==> src/rtl/aab_regs.vh <==
`ifndef AAB_REGS_VH
`define AAB_REGS_VH

`define AAB_CLK_MHZ 20
`define AAB_ACK_WAIT_US 130
`define AAB_FIFO_DEPTH 3
`define AAB_NUM_PIPES 6

`define AAB_REG_CTRL 8'h00
`define AAB_REG_STATUS 8'h04
`define AAB_REG_TX_DATA 8'h08
`define AAB_REG_RX_DATA 8'h0c
`define AAB_REG_TX_CMD 8'h10
`define AAB_REG_P0_ADDR_LO 8'h14
`define AAB_REG_P0_ADDR_HI 8'h18
`define AAB_REG_COMMON_HI 8'h1c
`define AAB_REG_PIPE_LOW 8'h20
`define AAB_REG_PIPE5_LOW 8'h24
`define AAB_REG_TX_ADDR_LO 8'h28
`define AAB_REG_TX_ADDR_HI 8'h2c

`define AAB_CTRL_ROLE_BIT 0
`define AAB_CTRL_RETRY_LSB 4
`define AAB_CTRL_RETRY_MSB 7
`define AAB_CTRL_RESET 32'h0000_0030

`define AAB_ST_RX_BIT 0
`define AAB_ST_SENT_BIT 1
`define AAB_ST_RETRY_BIT 2
`define AAB_ST_PIPE_LSB 4
`define AAB_ST_PIPE_MSB 6
`define AAB_ST_TX_FULL_BIT 8
`define AAB_ST_TX_EMPTY_BIT 9
`define AAB_ST_RX_FULL_BIT 10
`define AAB_ST_RX_EMPTY_BIT 11

`define AAB_PREAMBLE 8'haa
`define AAB_CRC_POLY 8'h07
`define AAB_CRC_INIT 8'hff
`define AAB_DATA_LAST_IDX 4'ha
`define AAB_ACK_LAST_IDX 4'h6

`endif

==> src/rtl/aab_pkt_fifo.v <==
`default_nettype none

module aab_pkt_fifo #(
    parameter WIDTH = 35
) (
    input wire i_clk,
    input wire i_rst,
    input wire i_ce,
    input wire i_push,
    input wire [WIDTH-1:0] i_data,
    input wire i_pop,
    output wire [WIDTH-1:0] o_data,
    output wire o_full,
    output wire o_empty
);
`include "aab_regs.vh"

    reg [WIDTH-1:0] mem_ff [0:`AAB_FIFO_DEPTH-1];
    reg [1:0] wr_ptr_ff;
    reg [1:0] rd_ptr_ff;
    reg [1:0] count_ff;
    wire do_push;
    wire do_pop;

    assign o_full = (count_ff == 2'd3);
    assign o_empty = (count_ff == 2'd0);
    assign o_data = mem_ff[rd_ptr_ff];
    // A push into a full queue and a pop from an empty one are dropped here.
    assign do_push = i_push && !o_full;
    assign do_pop = i_pop && !o_empty;

    function [1:0] ptr_inc;
        input [1:0] p;
        begin
            ptr_inc = (p == 2'd2) ? 2'd0 : p + 2'd1;
        end
    endfunction

    always @(posedge i_clk)
    begin
        if (i_ce && do_push)
        begin
            mem_ff[wr_ptr_ff] <= i_data;
        end
    end

    always @(posedge i_clk or posedge i_rst)
    begin
        if (i_rst)
        begin
            wr_ptr_ff <= 2'd0;
            rd_ptr_ff <= 2'd0;
            count_ff <= 2'd0;
        end
        else if (i_ce)
        begin
            if (do_push)
            begin
                wr_ptr_ff <= ptr_inc(wr_ptr_ff);
            end
            if (do_pop)
            begin
                rd_ptr_ff <= ptr_inc(rd_ptr_ff);
            end
            if (do_push && !do_pop)
            begin
                count_ff <= count_ff + 2'd1;
            end
            else if (do_pop && !do_push)
            begin
                count_ff <= count_ff - 2'd1;
            end
        end
    end

endmodule // aab_pkt_fifo

`default_nettype wire

==> src/rtl/aab_link_engine.v <==
// Operation
// - Three-deep shared RX queue, three-deep TX queue.
// - Transmitter adds preamble and CRC itself.
// - Interrupt on completed transmission.
// - Interrupt on valid packet stored.
// - Receiver role accepts six pipes, reports pipe.
// - Distinct address per pipe, one channel.
// - Pipe zero matches full 40-bit address.
// - Pipes 1-5: own low byte, shared upper.
// - All pipes auto-acknowledge.
// - Acknowledge with receiving pipe's address.
// - Transmitter role takes acknowledge on pipe zero.
// - Send queued packet when host requests.
// - Receiver on after send, await acknowledge.
// - Resend until acknowledged or retries exceeded.
// - Retries exceeded sets flag and interrupt.
// - Acknowledge pops TX, sets sent-ok flag.
// - Host reaches both queues at any time.
`default_nettype none

module aab_link_engine (
    input wire I_REF_CLK,
    input wire I_SYS_RST,
    input wire I_CE,
    input wire I_PSEL,
    input wire I_PENABLE,
    input wire I_PWRITE,
    input wire [7:0] I_PADDR,
    input wire [31:0] I_PWDATA,
    output reg [31:0] O_PRDATA,
    output wire O_PREADY,
    output reg O_PSLVERR,
    output wire O_IRQ,
    output reg O_AIR_TX_VALID,
    output reg [7:0] O_AIR_TX_BYTE,
    output reg O_AIR_TX_LAST,
    output wire O_AIR_RX_ON,
    input wire I_AIR_RX_VALID,
    input wire I_AIR_RX_ACK,
    input wire I_AIR_RX_CRC_OK,
    input wire [39:0] I_AIR_RX_ADDR,
    input wire [31:0] I_AIR_RX_DATA
);
`include "aab_regs.vh"

    localparam [15:0] ACK_WAIT_CYC = `AAB_ACK_WAIT_US * `AAB_CLK_MHZ;
    localparam [1:0] ST_IDLE = 2'd0;
    localparam [1:0] ST_SEND = 2'd1;
    localparam [1:0] ST_WAIT_ACK = 2'd2;
    localparam [1:0] ST_SEND_ACK = 2'd3;

    reg [31:0] ctrl_ff;
    reg [31:0] p0_lo_ff;
    reg [7:0] p0_hi_ff;
    reg [31:0] common_hi_ff;
    reg [31:0] pipe_low_ff;
    reg [7:0] pipe5_low_ff;
    reg [31:0] tx_addr_lo_ff;
    reg [7:0] tx_addr_hi_ff;
    reg rx_flag_ff;
    reg sent_ok_flag_ff;
    reg retry_limit_flag_ff;
    reg tx_req_ff;
    reg [1:0] state_ff;
    reg [3:0] idx_ff;
    reg [7:0] crc_ff;
    reg [39:0] frame_addr_ff;
    reg [15:0] wait_ff;
    reg [3:0] retry_cnt_ff;
    reg [31:0] nxt_prdata;
    reg nxt_pslverr;
    reg [2:0] match_pipe;
    reg match_hit;
    integer i;

    wire setup_phase = I_PSEL && !I_PENABLE;
    wire access = I_PSEL && I_PENABLE;
    wire wr_en = access && I_PWRITE;
    wire rd_en = access && !I_PWRITE;
    wire primary_receiver_role = ctrl_ff[`AAB_CTRL_ROLE_BIT];
    wire [3:0] retry_setup_count_field = ctrl_ff[`AAB_CTRL_RETRY_MSB:`AAB_CTRL_RETRY_LSB];
    wire [31:0] tx_head;
    wire [34:0] rx_head;
    wire tx_full;
    wire tx_empty;
    wire rx_full;
    wire rx_empty;
    wire rx_good = I_AIR_RX_VALID && I_AIR_RX_CRC_OK;
    wire ack_frame = (state_ff == ST_SEND_ACK);
    wire [3:0] last_idx = ack_frame ? `AAB_ACK_LAST_IDX : `AAB_DATA_LAST_IDX;
    wire tx_pop;
    wire rx_push;
    wire rx_pop = rd_en && (I_PADDR == `AAB_REG_RX_DATA);
    wire tx_push = wr_en && (I_PADDR == `AAB_REG_TX_DATA);
    wire clr_wr = wr_en && (I_PADDR == `AAB_REG_STATUS);

    assign O_PREADY = 1'b1;
    assign O_IRQ = rx_flag_ff || sent_ok_flag_ff || retry_limit_flag_ff;
    // Receiver on once the last byte is out.
    // The last byte still stands while the state has moved on, so the link stays half duplex.
    assign O_AIR_RX_ON = !O_AIR_TX_VALID && ((state_ff == ST_WAIT_ACK)
        || (primary_receiver_role && state_ff == ST_IDLE));

    function [7:0] crc_step;
        input [7:0] crc;
        input [7:0] data;
        reg [7:0] c;
        integer b;
        begin
            c = crc ^ data;
            for (b = 0; b < 8; b = b + 1)
            begin
                c = c[7] ? ((c << 1) ^ `AAB_CRC_POLY) : (c << 1);
            end
            crc_step = c;
        end
    endfunction

    function [39:0] pipe_addr;
        input [2:0] p;
        begin
            case (p)
                3'd0: pipe_addr = {p0_hi_ff, p0_lo_ff};
                3'd1: pipe_addr = {common_hi_ff, pipe_low_ff[7:0]};
                3'd2: pipe_addr = {common_hi_ff, pipe_low_ff[15:8]};
                3'd3: pipe_addr = {common_hi_ff, pipe_low_ff[23:16]};
                3'd4: pipe_addr = {common_hi_ff, pipe_low_ff[31:24]};
                3'd5: pipe_addr = {common_hi_ff, pipe5_low_ff};
                default: pipe_addr = 40'h00_0000_0000;
            endcase
        end
    endfunction

    always @*
    begin
        match_hit = 1'b0;
        match_pipe = 3'd0;
        for (i = `AAB_NUM_PIPES - 1; i >= 0; i = i - 1)
        begin
            if (pipe_addr(i[2:0]) == I_AIR_RX_ADDR)
            begin
                match_hit = 1'b1;
                match_pipe = i[2:0];
            end
        end
    end

    assign rx_push = primary_receiver_role && state_ff == ST_IDLE && rx_good
        && !I_AIR_RX_ACK && match_hit && !rx_full;
    assign tx_pop = state_ff == ST_WAIT_ACK && rx_good && I_AIR_RX_ACK
        && I_AIR_RX_ADDR == pipe_addr(3'd0);

    aab_pkt_fifo #(
        .WIDTH(32)
    ) u_tx_fifo (
        .i_clk(I_REF_CLK),
        .i_rst(I_SYS_RST),
        .i_ce(I_CE),
        .i_push(tx_push),
        .i_data(I_PWDATA),
        .i_pop(tx_pop),
        .o_data(tx_head),
        .o_full(tx_full),
        .o_empty(tx_empty)
    );

    aab_pkt_fifo #(
        .WIDTH(35)
    ) u_rx_fifo (
        .i_clk(I_REF_CLK),
        .i_rst(I_SYS_RST),
        .i_ce(I_CE),
        .i_push(rx_push),
        .i_data({match_pipe, I_AIR_RX_DATA}),
        .i_pop(rx_pop),
        .o_data(rx_head),
        .o_full(rx_full),
        .o_empty(rx_empty)
    );

    // Queue access never gated by state.
    always @*
    begin
        nxt_pslverr = 1'b0;
        nxt_prdata = 32'h0000_0000;
        case (I_PADDR)
            `AAB_REG_CTRL: nxt_prdata = ctrl_ff;
            `AAB_REG_STATUS:
            begin
                nxt_prdata[`AAB_ST_RX_BIT] = rx_flag_ff;
                nxt_prdata[`AAB_ST_SENT_BIT] = sent_ok_flag_ff;
                nxt_prdata[`AAB_ST_RETRY_BIT] = retry_limit_flag_ff;
                nxt_prdata[`AAB_ST_PIPE_MSB:`AAB_ST_PIPE_LSB] = rx_empty ? 3'd7 : rx_head[34:32];
                nxt_prdata[`AAB_ST_TX_FULL_BIT] = tx_full;
                nxt_prdata[`AAB_ST_TX_EMPTY_BIT] = tx_empty;
                nxt_prdata[`AAB_ST_RX_FULL_BIT] = rx_full;
                nxt_prdata[`AAB_ST_RX_EMPTY_BIT] = rx_empty;
            end
            `AAB_REG_TX_DATA: nxt_prdata = 32'h0000_0000;
            `AAB_REG_RX_DATA: nxt_prdata = rx_empty ? 32'h0000_0000 : rx_head[31:0];
            `AAB_REG_TX_CMD: nxt_prdata = {31'h0000_0000, tx_req_ff};
            `AAB_REG_P0_ADDR_LO: nxt_prdata = p0_lo_ff;
            `AAB_REG_P0_ADDR_HI: nxt_prdata = {24'h00_0000, p0_hi_ff};
            `AAB_REG_COMMON_HI: nxt_prdata = common_hi_ff;
            `AAB_REG_PIPE_LOW: nxt_prdata = pipe_low_ff;
            `AAB_REG_PIPE5_LOW: nxt_prdata = {24'h00_0000, pipe5_low_ff};
            `AAB_REG_TX_ADDR_LO: nxt_prdata = tx_addr_lo_ff;
            `AAB_REG_TX_ADDR_HI: nxt_prdata = {24'h00_0000, tx_addr_hi_ff};
            default: nxt_pslverr = 1'b1;
        endcase
    end

    // Read data is captured in the setup cycle so it comes from flops at the access edge.
    always @(posedge I_REF_CLK or posedge I_SYS_RST)
    begin
        if (I_SYS_RST)
        begin
            O_PRDATA <= 32'h0000_0000;
            O_PSLVERR <= 1'b0;
        end
        else if (I_CE && setup_phase)
        begin
            O_PRDATA <= nxt_prdata;
            O_PSLVERR <= nxt_pslverr;
        end
    end

    always @(posedge I_REF_CLK or posedge I_SYS_RST)
    begin
        if (I_SYS_RST)
        begin
            ctrl_ff <= `AAB_CTRL_RESET;
            p0_lo_ff <= 32'h0000_0000;
            p0_hi_ff <= 8'h00;
            common_hi_ff <= 32'h0000_0000;
            pipe_low_ff <= 32'h0000_0000;
            pipe5_low_ff <= 8'h00;
            tx_addr_lo_ff <= 32'h0000_0000;
            tx_addr_hi_ff <= 8'h00;
        end
        else if (I_CE && wr_en)
        begin
            case (I_PADDR)
                `AAB_REG_CTRL: ctrl_ff <= I_PWDATA;
                `AAB_REG_P0_ADDR_LO: p0_lo_ff <= I_PWDATA;
                `AAB_REG_P0_ADDR_HI: p0_hi_ff <= I_PWDATA[7:0];
                `AAB_REG_COMMON_HI: common_hi_ff <= I_PWDATA;
                `AAB_REG_PIPE_LOW: pipe_low_ff <= I_PWDATA;
                `AAB_REG_PIPE5_LOW: pipe5_low_ff <= I_PWDATA[7:0];
                `AAB_REG_TX_ADDR_LO: tx_addr_lo_ff <= I_PWDATA;
                `AAB_REG_TX_ADDR_HI: tx_addr_hi_ff <= I_PWDATA[7:0];
                default: ctrl_ff <= ctrl_ff;
            endcase
        end
    end

    // Sticky flags, write one to clear, set beats clear.
    always @(posedge I_REF_CLK or posedge I_SYS_RST)
    begin
        if (I_SYS_RST)
        begin
            rx_flag_ff <= 1'b0;
            sent_ok_flag_ff <= 1'b0;
            retry_limit_flag_ff <= 1'b0;
            tx_req_ff <= 1'b0;
        end
        else if (I_CE)
        begin
            if (rx_push)
                rx_flag_ff <= 1'b1;
            else if (clr_wr && I_PWDATA[`AAB_ST_RX_BIT])
                rx_flag_ff <= 1'b0;
            if (tx_pop)
                sent_ok_flag_ff <= 1'b1;
            else if (clr_wr && I_PWDATA[`AAB_ST_SENT_BIT])
                sent_ok_flag_ff <= 1'b0;
            if (state_ff == ST_WAIT_ACK && !tx_pop && wait_ff == 16'd0
                && retry_cnt_ff >= retry_setup_count_field)
                retry_limit_flag_ff <= 1'b1;
            else if (clr_wr && I_PWDATA[`AAB_ST_RETRY_BIT])
                retry_limit_flag_ff <= 1'b0;
            if (wr_en && I_PADDR == `AAB_REG_TX_CMD && I_PWDATA[0])
                tx_req_ff <= 1'b1;
            else if (state_ff == ST_IDLE && !primary_receiver_role && !tx_empty
                && !retry_limit_flag_ff)
                tx_req_ff <= 1'b0;
        end
    end

    always @(posedge I_REF_CLK or posedge I_SYS_RST)
    begin
        if (I_SYS_RST)
        begin
            state_ff <= ST_IDLE;
            idx_ff <= 4'h0;
            crc_ff <= `AAB_CRC_INIT;
            frame_addr_ff <= 40'h00_0000_0000;
            wait_ff <= 16'd0;
            retry_cnt_ff <= 4'h0;
            O_AIR_TX_VALID <= 1'b0;
            O_AIR_TX_BYTE <= 8'h00;
            O_AIR_TX_LAST <= 1'b0;
        end
        else if (I_CE)
        begin
            O_AIR_TX_VALID <= 1'b0;
            O_AIR_TX_LAST <= 1'b0;
            case (state_ff)
                ST_IDLE:
                begin
                    idx_ff <= 4'h0;
                    crc_ff <= `AAB_CRC_INIT;
                    // No sending while retry limit stands.
                    if (!primary_receiver_role && tx_req_ff && !tx_empty
                        && !retry_limit_flag_ff)
                    begin
                        frame_addr_ff <= {tx_addr_hi_ff, tx_addr_lo_ff};
                        retry_cnt_ff <= 4'h0;
                        state_ff <= ST_SEND;
                    end
                    // Reply with the receiving pipe's address.
                    else if (rx_push)
                    begin
                        frame_addr_ff <= pipe_addr(match_pipe);
                        state_ff <= ST_SEND_ACK;
                    end
                end
                ST_SEND, ST_SEND_ACK:
                begin
                    O_AIR_TX_VALID <= 1'b1;
                    O_AIR_TX_LAST <= (idx_ff == last_idx);
                    if (idx_ff == 4'h0)
                        O_AIR_TX_BYTE <= `AAB_PREAMBLE;
                    else if (idx_ff == last_idx)
                        O_AIR_TX_BYTE <= crc_ff;
                    else
                    begin
                        O_AIR_TX_BYTE <= (idx_ff < 4'h6)
                            ? frame_addr_ff[8 * (5 - idx_ff) +: 8]
                            : tx_head[8 * (9 - idx_ff) +: 8];
                        crc_ff <= crc_step(crc_ff, (idx_ff < 4'h6)
                            ? frame_addr_ff[8 * (5 - idx_ff) +: 8]
                            : tx_head[8 * (9 - idx_ff) +: 8]);
                    end
                    idx_ff <= idx_ff + 4'h1;
                    if (idx_ff == last_idx)
                    begin
                        wait_ff <= ACK_WAIT_CYC;
                        state_ff <= ack_frame ? ST_IDLE : ST_WAIT_ACK;
                    end
                end
                ST_WAIT_ACK:
                begin
                    idx_ff <= 4'h0;
                    crc_ff <= `AAB_CRC_INIT;
                    if (tx_pop)
                        state_ff <= ST_IDLE;
                    else if (wait_ff != 16'd0)
                        wait_ff <= wait_ff - 16'd1;
                    else if (retry_cnt_ff >= retry_setup_count_field)
                        state_ff <= ST_IDLE;
                    else
                    begin
                        retry_cnt_ff <= retry_cnt_ff + 4'h1;
                        state_ff <= ST_SEND;
                    end
                end
                default: state_ff <= ST_IDLE;
            endcase
        end
    end

endmodule // aab_link_engine

`default_nettype wire

==> config.mk <==
export PLATFORM = sky130hd
export DESIGN_NAME = aab_link_engine
export DESIGN_NICKNAME = d
export VERILOG_FILES = /design/src/rtl/aab_pkt_fifo.v /design/src/rtl/aab_link_engine.v
export VERILOG_INCLUDE_DIRS = /design/src /design/src/rtl
export SDC_FILE = /design/constraint.sdc
export NUM_CORES = 1
export LEC_CHECK = 0
export ABC_CLOCK_PERIOD_IN_PS = 11400
export BUFFER_PORTS_ARGS = -buffer_cell sky130_fd_sc_hd__buf_2
export CELL_PAD_IN_SITES_DETAIL_PLACEMENT = 1
export CELL_PAD_IN_SITES_GLOBAL_PLACEMENT = 1
export CORE_MARGIN = 2
export CORE_UTILIZATION = 45
export CTS_CLUSTER_DIAMETER = 200
export DETAILED_ROUTE_END_ITERATION = 16
export PLACE_DENSITY = 0.78
export SLEW_MARGIN = 20
export SYNTH_ARGS = -nofsm -noshare
export SYNTH_HDL_FRONTEND = slang
export SYNTH_SLANG_ARGS = --single-unit
==> constraint.sdc <==
create_clock -name I_REF_CLK -period 11.4 [get_ports I_REF_CLK]
set_input_delay 1.14 -clock I_REF_CLK [delete_from_list [all_inputs] [get_ports I_REF_CLK]]
set_output_delay 1.14 -clock I_REF_CLK [all_outputs]
set_load 0.005 [all_outputs]
**Word level (Yosys, flattened, before mapping)**

Memories as Yosys holds them, arrays and structs flattened.
Index checks and enable logic that the tools add are counted.

- Input bits: 121
- Memory bits (writable): 201
- Word-level logic and storage cells: 284
- Memories kept: 2
- Flip-flop bits (word level): 317

- Muxes and demuxes: 79
- $add $sub $neg: 13
- Shift operators: 2
- Order comparisons: 2
- Bitwise gates (word level): 9
- Reductions and logical operators: 105
- Eq/ne operators: 43

Memories:

| memory | depth | width | rd ports | clocked after Yosys merged registers in | write ports | line | text |
|---|---|---|---|---|---|---|---|
| u_rx_fifo.mem_ff | 3 | 35 | 1 | 0 | 1 | aab_pkt_fifo.v:18 | `` reg [WIDTH-1:0] mem_ff [0:`AAB_FIFO_DEPTH-1]; `` |
| u_tx_fifo.mem_ff | 3 | 32 | 1 | 0 | 1 | aab_pkt_fifo.v:18 |  |

Operators by type and width:

| kind | count |
|---|---|
| 40-bit equality test | 7 |
| 40-bit one-hot mux with 6 select lines | 1 |
| 20-bit one-hot mux with 6 select lines | 1 |
| 40-bit 2-to-1 mux | 2 |
| 16-bit 2-to-1 mux | 3 |
| 3-bit 2-to-1 mux | 15 |
| 1-bit logical AND | 43 |
| 8-bit 2-to-1 mux | 5 |
| 40-bit by 33-bit variable part select with 8-bit output | 1 |
| 2-bit AND reduction | 19 |
| 3-bit one-hot mux with 11 select lines | 1 |
| 32-bit by 33-bit variable part select with 8-bit output | 1 |
| 8-bit by 5-bit equality test with 1-bit output, second input constant | 4 |
| 8-bit by 6-bit equality test with 1-bit output, second input constant | 4 |
| 32-bit 2-to-1 mux | 1 |
| 16-bit one-hot mux with 2 select lines | 1 |
| 3-bit one-hot mux with 10 select lines | 1 |
| 2-bit 2-to-1 mux | 14 |
| 4-bit one-hot mux with 7 select lines | 1 |
| 3-bit NOT | 8 |
| 1-bit 2-to-1 mux | 22 |
| 4-bit 2-to-1 mux | 5 |
| 1-bit one-hot mux with 9 select lines | 2 |
| 2-bit nonzero test | 9 |
| 38 further kinds | 82 |

**Depth between registers and ports, before layout**

Gate-level depths: netlist of run 1.

- Depth after elaboration: 23
- Gate-level depth with buffers: 14
- Gate-level depth less buffers: 11

**By module**

From an unflattened synthesis of run 1, not the netlist that was laid out.

- Cells, all modules: 2086
- Area, all modules: 24867.6 um^2

Modules (own cells, without submodules):

| module | instances | seq. area each (um^2) | cells each | area an instance (um^2) |
|---|---|---|---|---|
| aab_link_engine | 1 | 7644.8 | 1597 | 16731.0 |
| aab_pkt_fifo (u_rx_fifo) | 1 | 3303.2 | 254 | 4229.1 |
| aab_pkt_fifo (u_tx_fifo) | 1 | 3032.9 | 235 | 3907.5 |

**Least setup slack after synthesis of run 1**

OpenSTA, ideal clock, no wires.

- Path type: input port to flip-flop
- Start point: input port I_AIR_RX_ADDR[4]
- End point: memory u_rx_fifo.mem_ff[1][0] (enable)
- Library setup time: 0.478 ns
- Cell stages on the path: 9
- Buffers on the path: 2
- Slack: 5.839 ns
- Data arrival time: 5.083 ns
- Cell sequence: buf_2 xnor2_1 nand4_1 nor2_2 or3_1 buf_2 o21a_1 o211ai_1 nor3b_1

- Word-level cells in the longest chain between the ends: 13

Ends and longest elaborated chain:

| element | line | text |
|---|---|---|
| from (decl) | aab_link_engine.v:41 | `input wire [39:0] I_AIR_RX_ADDR,` |
| 40-bit equality test | aab_link_engine.v:140 | `if (pipe_addr(i[2:0]) == I_AIR_RX_ADDR)` |
| 1-bit 2-to-1 mux (5 in a row) | aab_link_engine.v:140 |  |
| 1-bit 2-to-1 mux * | aab_link_engine.v:140 |  |
| 1-bit logical AND * (2 in a row) | aab_link_engine.v:149 | `&& !I_AIR_RX_ACK && match_hit && !rx_full;` |
| 1-bit logical AND * | aab_pkt_fifo.v:29 | `assign do_push = i_push && !o_full;` |
| 1-bit logical AND * | aab_pkt_fifo.v:41 | `if (i_ce && do_push)` |
| 1-bit 2-to-1 mux * | aab_pkt_fifo.v:41 |  |
| 1-bit 2-to-1 mux (implied by the code) * | aab_pkt_fifo.v:43 | `mem_ff[wr_ptr_ff] <= i_data;` |
| to (decl) | aab_pkt_fifo.v:18 |  |

Every way passes the cells marked *; elsewhere a longest branch is shown, timed or not.

**Worst setup path after layout of run 1**

- Start point: register idx_ff[1]
- End point: register crc_ff[1]

- Word-level cells in the longest chain between the ends: 12

Ends and longest elaborated chain:

| element | line | text |
|---|---|---|
| from (decl) | aab_link_engine.v:65 | `reg [3:0] idx_ff;` |
| from (signal assigned) | aab_link_engine.v:345 | `idx_ff <= idx_ff + 4'h1;` |
| 3-bit by 4-bit subtractor with 5-bit output or 4-bit by 4-bit subtractor with 5-bit output (tied branches) | aab_link_engine.v:342, aab_link_engine.v:343 |  |
| 40-bit by 33-bit variable part select with 8-bit output or 32-bit by 33-bit variable part select with 8-bit output (tied branches) | aab_link_engine.v:342, aab_link_engine.v:343 |  |
| 8-bit 2-to-1 mux | aab_link_engine.v:342 | `? frame_addr_ff[8 * (5 - idx_ff) +: 8]` |
| 8-bit XOR | aab_link_engine.v:110 | `c = crc ^ data;` |
| 3-bit NOT (no line) | -- |  |
| 3-bit 2-to-1 mux | aab_link_engine.v:113 | `` c = c[7] ? ((c << 1) ^ `AAB_CRC_POLY) : (c << 1); `` |
| 3-bit 2-to-1 mux or 3-bit NOT (tied branches) | -- |  |
| 3-bit NOT (no line) or 3-bit 2-to-1 mux (tied branches) | -- |  |
| 3-bit 2-to-1 mux | aab_link_engine.v:113 |  |
| 8-bit 2-to-1 mux | aab_link_engine.v:334 | `else if (idx_ff == last_idx)` |
| 8-bit 2-to-1 mux | aab_link_engine.v:332 | `if (idx_ff == 4'h0)` |
| 8-bit one-hot mux with 2 select lines | aab_link_engine.v:308 | `case (state_ff)` |
| to (signal assigned) | aab_link_engine.v:312 | `` crc_ff <= `AAB_CRC_INIT; `` |
| to (signal assigned) | aab_link_engine.v:341 | `crc_ff <= crc_step(crc_ff, (idx_ff < 4'h6)` |
| to (signal assigned) | aab_link_engine.v:355 | `` crc_ff <= `AAB_CRC_INIT; `` |
| to (decl) | aab_link_engine.v:66 | `reg [7:0] crc_ff;` |

Several ways; a longest one is shown, not always the timed one. The select of a mux whose other input is x is not followed.
A chain may end at the register's enable or synchronous reset.

==> qor.log, run 1 <==
qor: run_status.outcome finished, final reports clean
qor: setup_path.crit_fanout 48
qor: setup_path.cp-end-kind flip-flop
qor: synthesis.post-synth-top-count-cell dfrtp_1
qor: synthesis.most_instantiated_flip_flop_cell_in_the_synthesis_netlist dfrtp_1
qor: clocking.cts_resized 0
qor: synthesis.synthArstFlopShare 0.6120
qor: synthesis.post_syn_nets 2048
qor: sta.slew-limit-headroom 0.2578
qor: clocking.clk-insertion-delay-late 0.61 ns
qor: final_layout.stdcell_area 28000 um2
qor: pwr.leakage 12.06 nW
qor: setup_path.worst_path_dominant_cell_family compound AO/OA/AOI/OAI gates
qor: floorplan.floorplan.initialDensity 0.4567
qor: global_route.grt_first_pass_wirelength 123500 um
qor: placed_design.finalWeightedCongestion 0.9691
qor: worst_hold_path.hold_path.class flip-flop to flip-flop
qor: routing.first_pass_iteration_count_of_the_detailed_router 8
qor: synthesis.synthDominantCellAreaShare 0.3113
qor: placed_design.numPlacedInstances 2692
qor: pwr.ir_drop 0.1271 mV
qor: global_route.via_count_of_the_first_global_routing_pass 18850
qor: placed_design.port_buffer_count 165
qor: pwr.power.total 4.178 mW
qor: clocking.cts_hold_buffers 0
qor: clocking.cts_root_buf clkbuf_16
qor: sta.grt_setup_unrepaired no
qor: floorplan.io_pins 167
qor: setup_path.timing.reg2reg.worst_path_depth 11
qor: synthesis.yosys_warnings 0
qor: routing.totalWireLength 83250 um
qor: final_layout.area_delta_synth_final 13.45%
qor: setup_path.worst_setup_path_start_kind flip-flop
qor: synthesis.yosys_register_bits 518
qor: synthesis.synth-edff-count 201
qor: clocking.ctsLongestPathBuffers 3
qor: setup_path.timing.critical_path.cells buf_4 -> inv_1 -> ha_1 -> mux2i_1 -> o21ai_0 -> a22oi_1 -> o2111ai_1 -> a31o_4 -> nand3_1 -> or2b_1 -> a311oi_2
qor: synthesis.synth_cells 1913
qor: floorplan.core-area 54030 um2
qor: global_route.grt_start_max_net_pins 182
qor: worst_hold_path.hp-start O_PRDATA[6]
qor: clocking.tritoncts.num_buffers 54
qor: setup_path.timing.critical_path.buf_inv 2
qor: synthesis.netlist.top_cell.by_area dfrtp_1
qor: sta.final-hold-violation-count 0
qor: sta.post-route-min-period 4.431 ns
qor: routing.dr_total_vias 17640
qor: floorplan.floorplan.die.height 238.2 um
qor: pwr.power_per_cell_area 149.2 nW/um2
qor: synthesis.synth_area_per_cell 12.90 um2
qor: sta.finClkSkew 0.01654 ns
qor: synthesis.netlist_area 24680 um2
qor: worst_hold_path.worstHoldEndpoint O_PRDATA[6]
qor: setup_path.worst-endpoint-required 11.92 ns
qor: routing.ant_nets 0
qor: final_layout.drive_gt1_frac 0.2747
qor: placed_design.place.detailed.hpwl 57880 um
qor: routing.detail_route.vias_per_cell 6.310
qor: routing.drt_first_iter_violations 1702
qor: clocking.clkSlewWorstSetupHoldPaths 0.07 ns
qor: routing.wl_per_cell 29.78 um
qor: setup_path.r2r_setup_slack 6.97 ns
qor: final_layout.final_cells 2795
qor: floorplan.die-width 238.2 um
qor: synthesis.synth_cell_types 84
qor: final_layout.finalNetCount 2188
qor: sta.timing.setup.tns 0 ns
qor: placed_design.placedInstanceArea 26140 um2
qor: setup_path.crit_type flip-flop to flip-flop
qor: floorplan.die_area 56720 um2
qor: setup_path.worst_path_largest_cell_delay 1.05 ns
qor: sta.final-max-slew-violation-count 0
qor: clocking.clock-sinks 518
qor: worst_hold_path.hold_depth 1
qor: clocking.postCtsSetupRepairBufs 0
qor: sta.max_slew.worst_pin.slew 1.109 ns
qor: setup_path.worstReg2RegStart idx_ff[1]
qor: synthesis.synth_top_cells_by_area dfrtp_1 (31%), edfxtp_1 (24%), mux2_2 (11%)
qor: sta.setup_viol 0
qor: floorplan.fp-row-count 85
qor: clocking.cts_max_level 2
qor: global_route.globalRouteOverflowTotal 0
qor: global_route.antenna_found_initial 2
qor: clocking.tritoncts done
qor: setup_path.regToRegEndpoint crc_ff[1]
qor: routing.remaining_drc_errors 0
qor: global_route.grt.total_usage 0.2940
qor: job.maxCapViolations 0
qor: setup_path.arrival 4.96 ns
qor: setup_path.timing.critical_path.slowest_stage_cell ha_1
qor: synthesis.netlist_top_cells_count dfrtp_1 (307), mux2_2 (237), edfxtp_1 (201)
qor: sta.final.period_utilization 0.3887
qor: synthesis.fraction_of_the_yosys_area_taken_by_sequential_cells 0.5666
qor: sta.fmax 0.2257 GHz
-- through the flow --
| step | hold slack [ns] | worst slack (ns) | utilization |
|---|---|---|---|
| 2_1_floorplan | 0.4380 | 1.505 | - |
| 3_3_place_gp | 0.4564 | 6.842 | 0.4838 |
| 3_5_place_dp | 0.4611 | 6.769 | 0.4839 |
| 4_1_cts | 0.4738 | 7.030 | 0.5176 |
| 5_1_grt | 0.4923 | 6.727 | 0.5181 |
| 6_report | 0.4748 | 6.969 | 0.5182 |
-- power by group --
part | internal, mW | switching, mW
registers | 1.98 | 0.0490
logic | 0.117 | 0.212
clock network | 1.06 | 0.760
total | 3.16 | 1.02
-- kinds of logic (layout without fill, tap and decap cells) --
| family | after synthesis | count (layout) | share of synthesized area |
|---|---|---|---|
| xor gates and xnor gates | 136 | 136 | 0.05015 |
| DFF | 518 | 518 | 0.5666 |
| and+or+nand+nor | 355 | 355 | 0.06921 |
| buffers and inverters | 133 | 317 | 0.02525 |
| AOI/OAI and AO/OA | 402 | 402 | 0.1142 |
| adders and majority gates | 14 | 14 | 0.007099 |
| muxes | 354 | 354 | 0.1674 |
| other | 1 | 3 | 0.0001520 |
-- state kept, by name, summed over array words and instances (netlist names), 4 cells and up --
| signal | flops |
|---|---|
| O_AIR_TX_BYTE | 8 |
| p0_hi_ff | 8 |
| p0_lo_ff | 32 |
| tx_addr_hi_ff | 8 |
| crc_ff | 8 |
| pipe_low_ff | 32 |
| u_tx_fifo.mem_ff | 96 |
| retry_cnt_ff | 4 |
| ctrl_ff | 32 |
| common_hi_ff | 32 |
| pipe5_low_ff | 8 |
| O_PRDATA | 32 |
| wait_ff | 16 |
| tx_addr_lo_ff | 32 |
| idx_ff | 4 |
| frame_addr_ff | 40 |
| u_rx_fifo.mem_ff | 105 |
-- how the worst max path moves through the flow --
stage | endpoint | cells after the start | startpoint
finish | crc_ff[1] | 11 | idx_ff[1]
global route | crc_ff[3] | 11 | idx_ff[1]
CTS | crc_ff[3] | 11 | idx_ff[1]
detailed placement | frame_addr_ff[38] | 10 | I_AIR_RX_ADDR[5]
global placement | frame_addr_ff[9] | 10 | I_AIR_RX_ADDR[4]
floorplan | O_AIR_TX_BYTE[0] | 1 | I_SYS_RST
-- layout by cell type (no fill, tap or decap), drive strengths merged, types with 6 or more instances in the layout --
master and n:
a211oi 8, a21o 37, a21oi 87, a221oi 14, a222oi 47, a22o 10
a22oi 28, a31oi 13, a32o 10, buf 196, clkbuf 78, clkinv 13
dfrtp 307, dfstp 10, edfxtp 201, ha 14, inv 23, mux2 239
mux2i 95, mux4 20, nand2 99, nand2b 11, nand3 25, nand4 23
nor2 109, nor3 21, nor3b 9, nor4 16, o21ai 90, o22ai 6
o31ai 16, or2 8, or3 9, xnor2 76, xor2 58
-- worst register-to-register path, stage by stage, from the launching register on --
cell and delay, ns:
dfrtp_1 0.33, buf_4 0.48, inv_1 0.33, ha_1 1.06, mux2i_1 0.36, o21ai_0 0.16, a22oi_1 0.49, o2111ai_1 0.23
a31o_4 0.30, nand3_1 0.10, or2b_1 0.24, a311oi_2 0.26
-- metal layers --
metal	up-vias	routed length (um)	part of all wire	global-route usage
li1	7512	-	-	-
met1	9168	33220	0.40	0.3805
met2	748	39730	0.48	0.4809
met3	209	6123	0.074	0.05414
met4	0	4178	0.050	0.1373
met5	-	0	0	0
-- layout make-up --
class	count	area [um2]
Multi-Input combinational cell	1262	10140
Timing Repair Buffer	196	1091
Antenna cell	2	5.005
Fill cell	5486	26030
Tap cell	696	870.8
Sequential cell	518	13980
Clock buffer	78	1587
Clock inverter	22	235.2
Inverter	21	86.33
No activity file was read; power rests on OpenSTA's default activity.
==> run 2, diff against run 1 <==
ABC_CLOCK_PERIOD_IN_PS = 3600   (was 11400)
PLACE_DENSITY = 0.81   (was 0.78)
clock period = 3.6 ns   (was 11.4 ns; I/O delays follow)
==> run 2 against run 1 <==
Effect of this change: combinational power grew to 3.4 times the previous value; fmax is 32% higher; register-to-register slack worse by 6.7 ns; total power grew to 3.2 times the previous value; largest power group unchanged; clock skew is 0.0076 ns higher; worst hold slack worse by 0.42 ns; highest routed layer unchanged; flip-flop and latch count stayed put; setup slack worse by 6.7 ns; sequential power grew to 3.2 times the previous value; first-iteration DRC count is 19% higher; via count is 2.9% higher.
==> qor.log, run 2 (synthesis results as in run 1) <==
qor: placed_design.port_buffer_count 165 [unchanged]
qor: pwr.leakage 12.45 nW [+3.2%]
qor: setup_path.crit_type flip-flop to flip-flop
qor: clocking.cts_max_level 2 [unchanged]
qor: job.maxCapViolations 0 [unchanged]
qor: pwr.power.clock.fraction 0.433 [-0.003]
qor: final_layout.layout.cells.most_common_list dfrtp_1 (305), mux2_2 (237), edfxtp_1 (201)
qor: pwr.power_per_cell_area 462.5 nW/um2 [+210%]
qor: routing.first_pass_iteration_count_of_the_detailed_router 7 [-1]
qor: routing.remaining_drc_errors 0 [unchanged]
qor: pwr.seq_power_share 0.483 [-0.003]
qor: final_layout.drive_gt1_frac 0.2888 [+0.01412]
qor: global_route.via_count_of_the_first_global_routing_pass 19300 [+2.4%]
qor: run_status.outcome finished, final reports clean
qor: routing.ant_nets 0 [unchanged]
qor: sta.finClkSkew 0.02410 ns [+0.007561 ns]
qor: pwr.p_sw_frac 0.2534 [+0.009184]
qor: routing.wl_per_cell 30.26 um [+1.6%]
qor: routing.totalWireLength 87010 um [+4.5%]
qor: sta.final-hold-violation-count 0 [unchanged]
qor: routing.wl_met1 34890 um [+5.0%]
qor: placed_design.finalWeightedCongestion 0.9453 [-2.5%]
qor: setup_path.worst-endpoint-required 4.16 ns [-7.76 ns]
qor: floorplan.core-area 54030 um2 [unchanged]
qor: clocking.clk-insertion-delay-late 0.64 ns [+0.03 ns]
qor: sta.slew-limit-headroom 0.3207 [+0.06293]
qor: clocking.tritoncts.num_buffers 53 [-1.9%]
qor: setup_path.r2r_setup_slack 0.25 ns [-6.72 ns]
qor: final_layout.leading_cell_type_in_the_layout_fill_and_taps_excluded dfrtp_1
qor: final_layout.largestRegisters u_rx_fifo.mem_ff: 105 flops, u_tx_fifo.mem_ff: 96 flops, frame_addr_ff: 40 flops
qor: global_route.grt.total_usage 0.3088 [+0.01477]
qor: pwr.cellInternalPower 9.932 mW [+210%]
qor: final_layout.biggest_register u_rx_fifo.mem_ff
qor: routing.dr_wl_met2 42130 um [+6.0%]
qor: sta.setup_viol 0 [unchanged]
qor: placed_design.place.detailed.hpwl 62300 um [+7.6%]
qor: floorplan.io_pins 167 [unchanged]
qor: clocking.tritoncts done
qor: final_layout.final_core_utilization 0.5325 [+0.01429]
qor: pwr.power.total 13.30 mW [+220%]
qor: floorplan.floorplan.die.height 238.2 um [unchanged]
qor: global_route.grt_start_max_net_pins 104 [-43%]
qor: clocking.cts_root_buf clkbuf_16
qor: floorplan.floorplan.initialDensity 0.4567 [unchanged]
qor: sta.fmax 0.2987 GHz [+32%]
qor: floorplan.die_area 56720 um2 [unchanged]
qor: clocking.ctsLongestPathBuffers 3 [unchanged]
qor: sta.grt_setup_unrepaired no
qor: worst_hold_path.hold_path.class input port to flip-flop
qor: global_route.antenna_found_initial 1 [-1]
qor: routing.dr_total_vias 18150 [+2.9%]
qor: routing.detail_route.vias_per_cell 6.312 [about the same]
qor: setup_path.cp-end-kind flip-flop
qor: routing.met3WireLength 5371 um [-12%]
qor: pwr.net-switching-power 3.372 mW [+230%]
qor: sta.final-max-slew-violation-count 0 [unchanged]
qor: routing.highest_layer met4
qor: sta.post-route-min-period 3.348 ns [-1.083 ns]
qor: pwr.ir_drop 0.4718 mV [+270%]
qor: final_layout.area_delta_synth_final 16.58%
qor: setup_path.crit_fanout 6 [-88%]
qor: setup_path.worst_setup_path_start_kind flip-flop
qor: floorplan.fp-row-count 85 [unchanged]
qor: global_route.grt_first_pass_wirelength 129300 um [+4.7%]
qor: sta.timing.setup.tns 0 ns [unchanged]
qor: sta.max_slew.worst_pin.slew 1.015 ns [-0.09405 ns]
qor: clocking.clkSlewWorstSetupHoldPaths 0.06 ns [about the same]
qor: sta.final.period_utilization 0.9300 [+0.5413]
qor: global_route.globalRouteOverflowTotal 0 [unchanged]
qor: floorplan.die-width 238.2 um [unchanged]
qor: final_layout.number_of_flip_flops_in_the_largest_register 105 [unchanged]
qor: setup_path.arrival 3.91 ns [-1.05 ns]
qor: routing.drt_first_iter_violations 2021 [+19%]
qor: clocking.clock-sinks 518 [unchanged]
qor: final_layout.finalNetCount 2268 [+3.7%]
qor: pwr.power_frac_comb 0.084 [+0.005]
[run 2: cell types whose count changed in the layout (fill, tap and decap cells not counted), sizes merged, moves of 2 or more]
cell         previous run  this run
clkbuf                 78        68
buf                   196       244
clkinvlp                3         5
dlygate4sd3             0        33
clkinv                 13        21
[run 2: metal layers]
layer	vias to the layer above	global-route usage
li1	7658	-
met1	9467	0.4005
met4	0	0.1445
met5	-	0
met2	806	0.5131
met3	216	0.04523
[run 2: power groups by stage]
stage	logic [mW]	registers (mW)	clock network, mW
floorplan	0.612	6.48	0
global placement	1.01	6.53	0
detailed placement	1.07	6.54	0
CTS	1.11	6.43	5.79
global route	1.21	6.45	6.01
finish	1.11	6.43	5.76
[run 2: cell type report]
cell class	count	area [um2]
Antenna cell	1	2.502
Clock buffer	68	1463
Clock inverter	32	342.8
Fill cell	5462	25260
Inverter	21	82.58
Multi-Input combinational cell	1262	10170
Sequential cell	518	13980
Tap cell	696	870.8
Timing Repair Buffer	277	1849
[run 2: worst paths after layout]
path                            cells past startpoint          from                     to
max in group asynchronous                           4     I_SYS_RST      frame_addr_ff[22]
worst max register to register                     12   p0_lo_ff[2]  u_tx_fifo.count_ff[1]
min in group asynchronous                           3     I_SYS_RST       tx_addr_lo_ff[6]
worst max-delay path                               12   p0_lo_ff[2]  u_tx_fifo.count_ff[1]
worst min register to register                      1  O_PRDATA[11]           O_PRDATA[11]
worst min-delay path                                3    I_PADDR[5]              O_PSLVERR
[run 2: what timing repair did]
item / in CTS / in global routing
hold buffers: 33 / 0
resized for setup: 0 / 1
setup buffers: 0 / 1
endpoints found under the setup margin: 0 / 10
endpoints found under the hold margin: 115 / 0
[run 2: worst max-delay path, cell delays in order, from the launching register on]
cell      delay [ns]
dfrtp_1         0.43
xnor2_1         0.50
nand4_1         0.27
nor4_1          0.41
nand4_1         0.14
buf_4           0.21
nor3_1          0.22
buf_4           0.19
o21ai_0         0.11
ha_1            0.32
nand2b_1        0.18
nor2_1          0.15
xor2_1          0.15
[run 2: metrics by stage]
stage / area [um2] / setup WS [ns] / hold slack (ns) / cells
2_1_floorplan: 24710 / -0.9767 / 0.4380 / 1913
3_3_place_gp: 26620 / 0.1071 / 0.4561 / 2740
3_5_place_dp: 26620 / -0.01400 / 0.4600 / 2740
4_1_cts: 28760 / 0.02505 / 0.04033 / 2873
5_1_grt: 28770 / 0.08098 / 0.09786 / 2874
6_report: 28770 / 0.2520 / 0.05665 / 2875
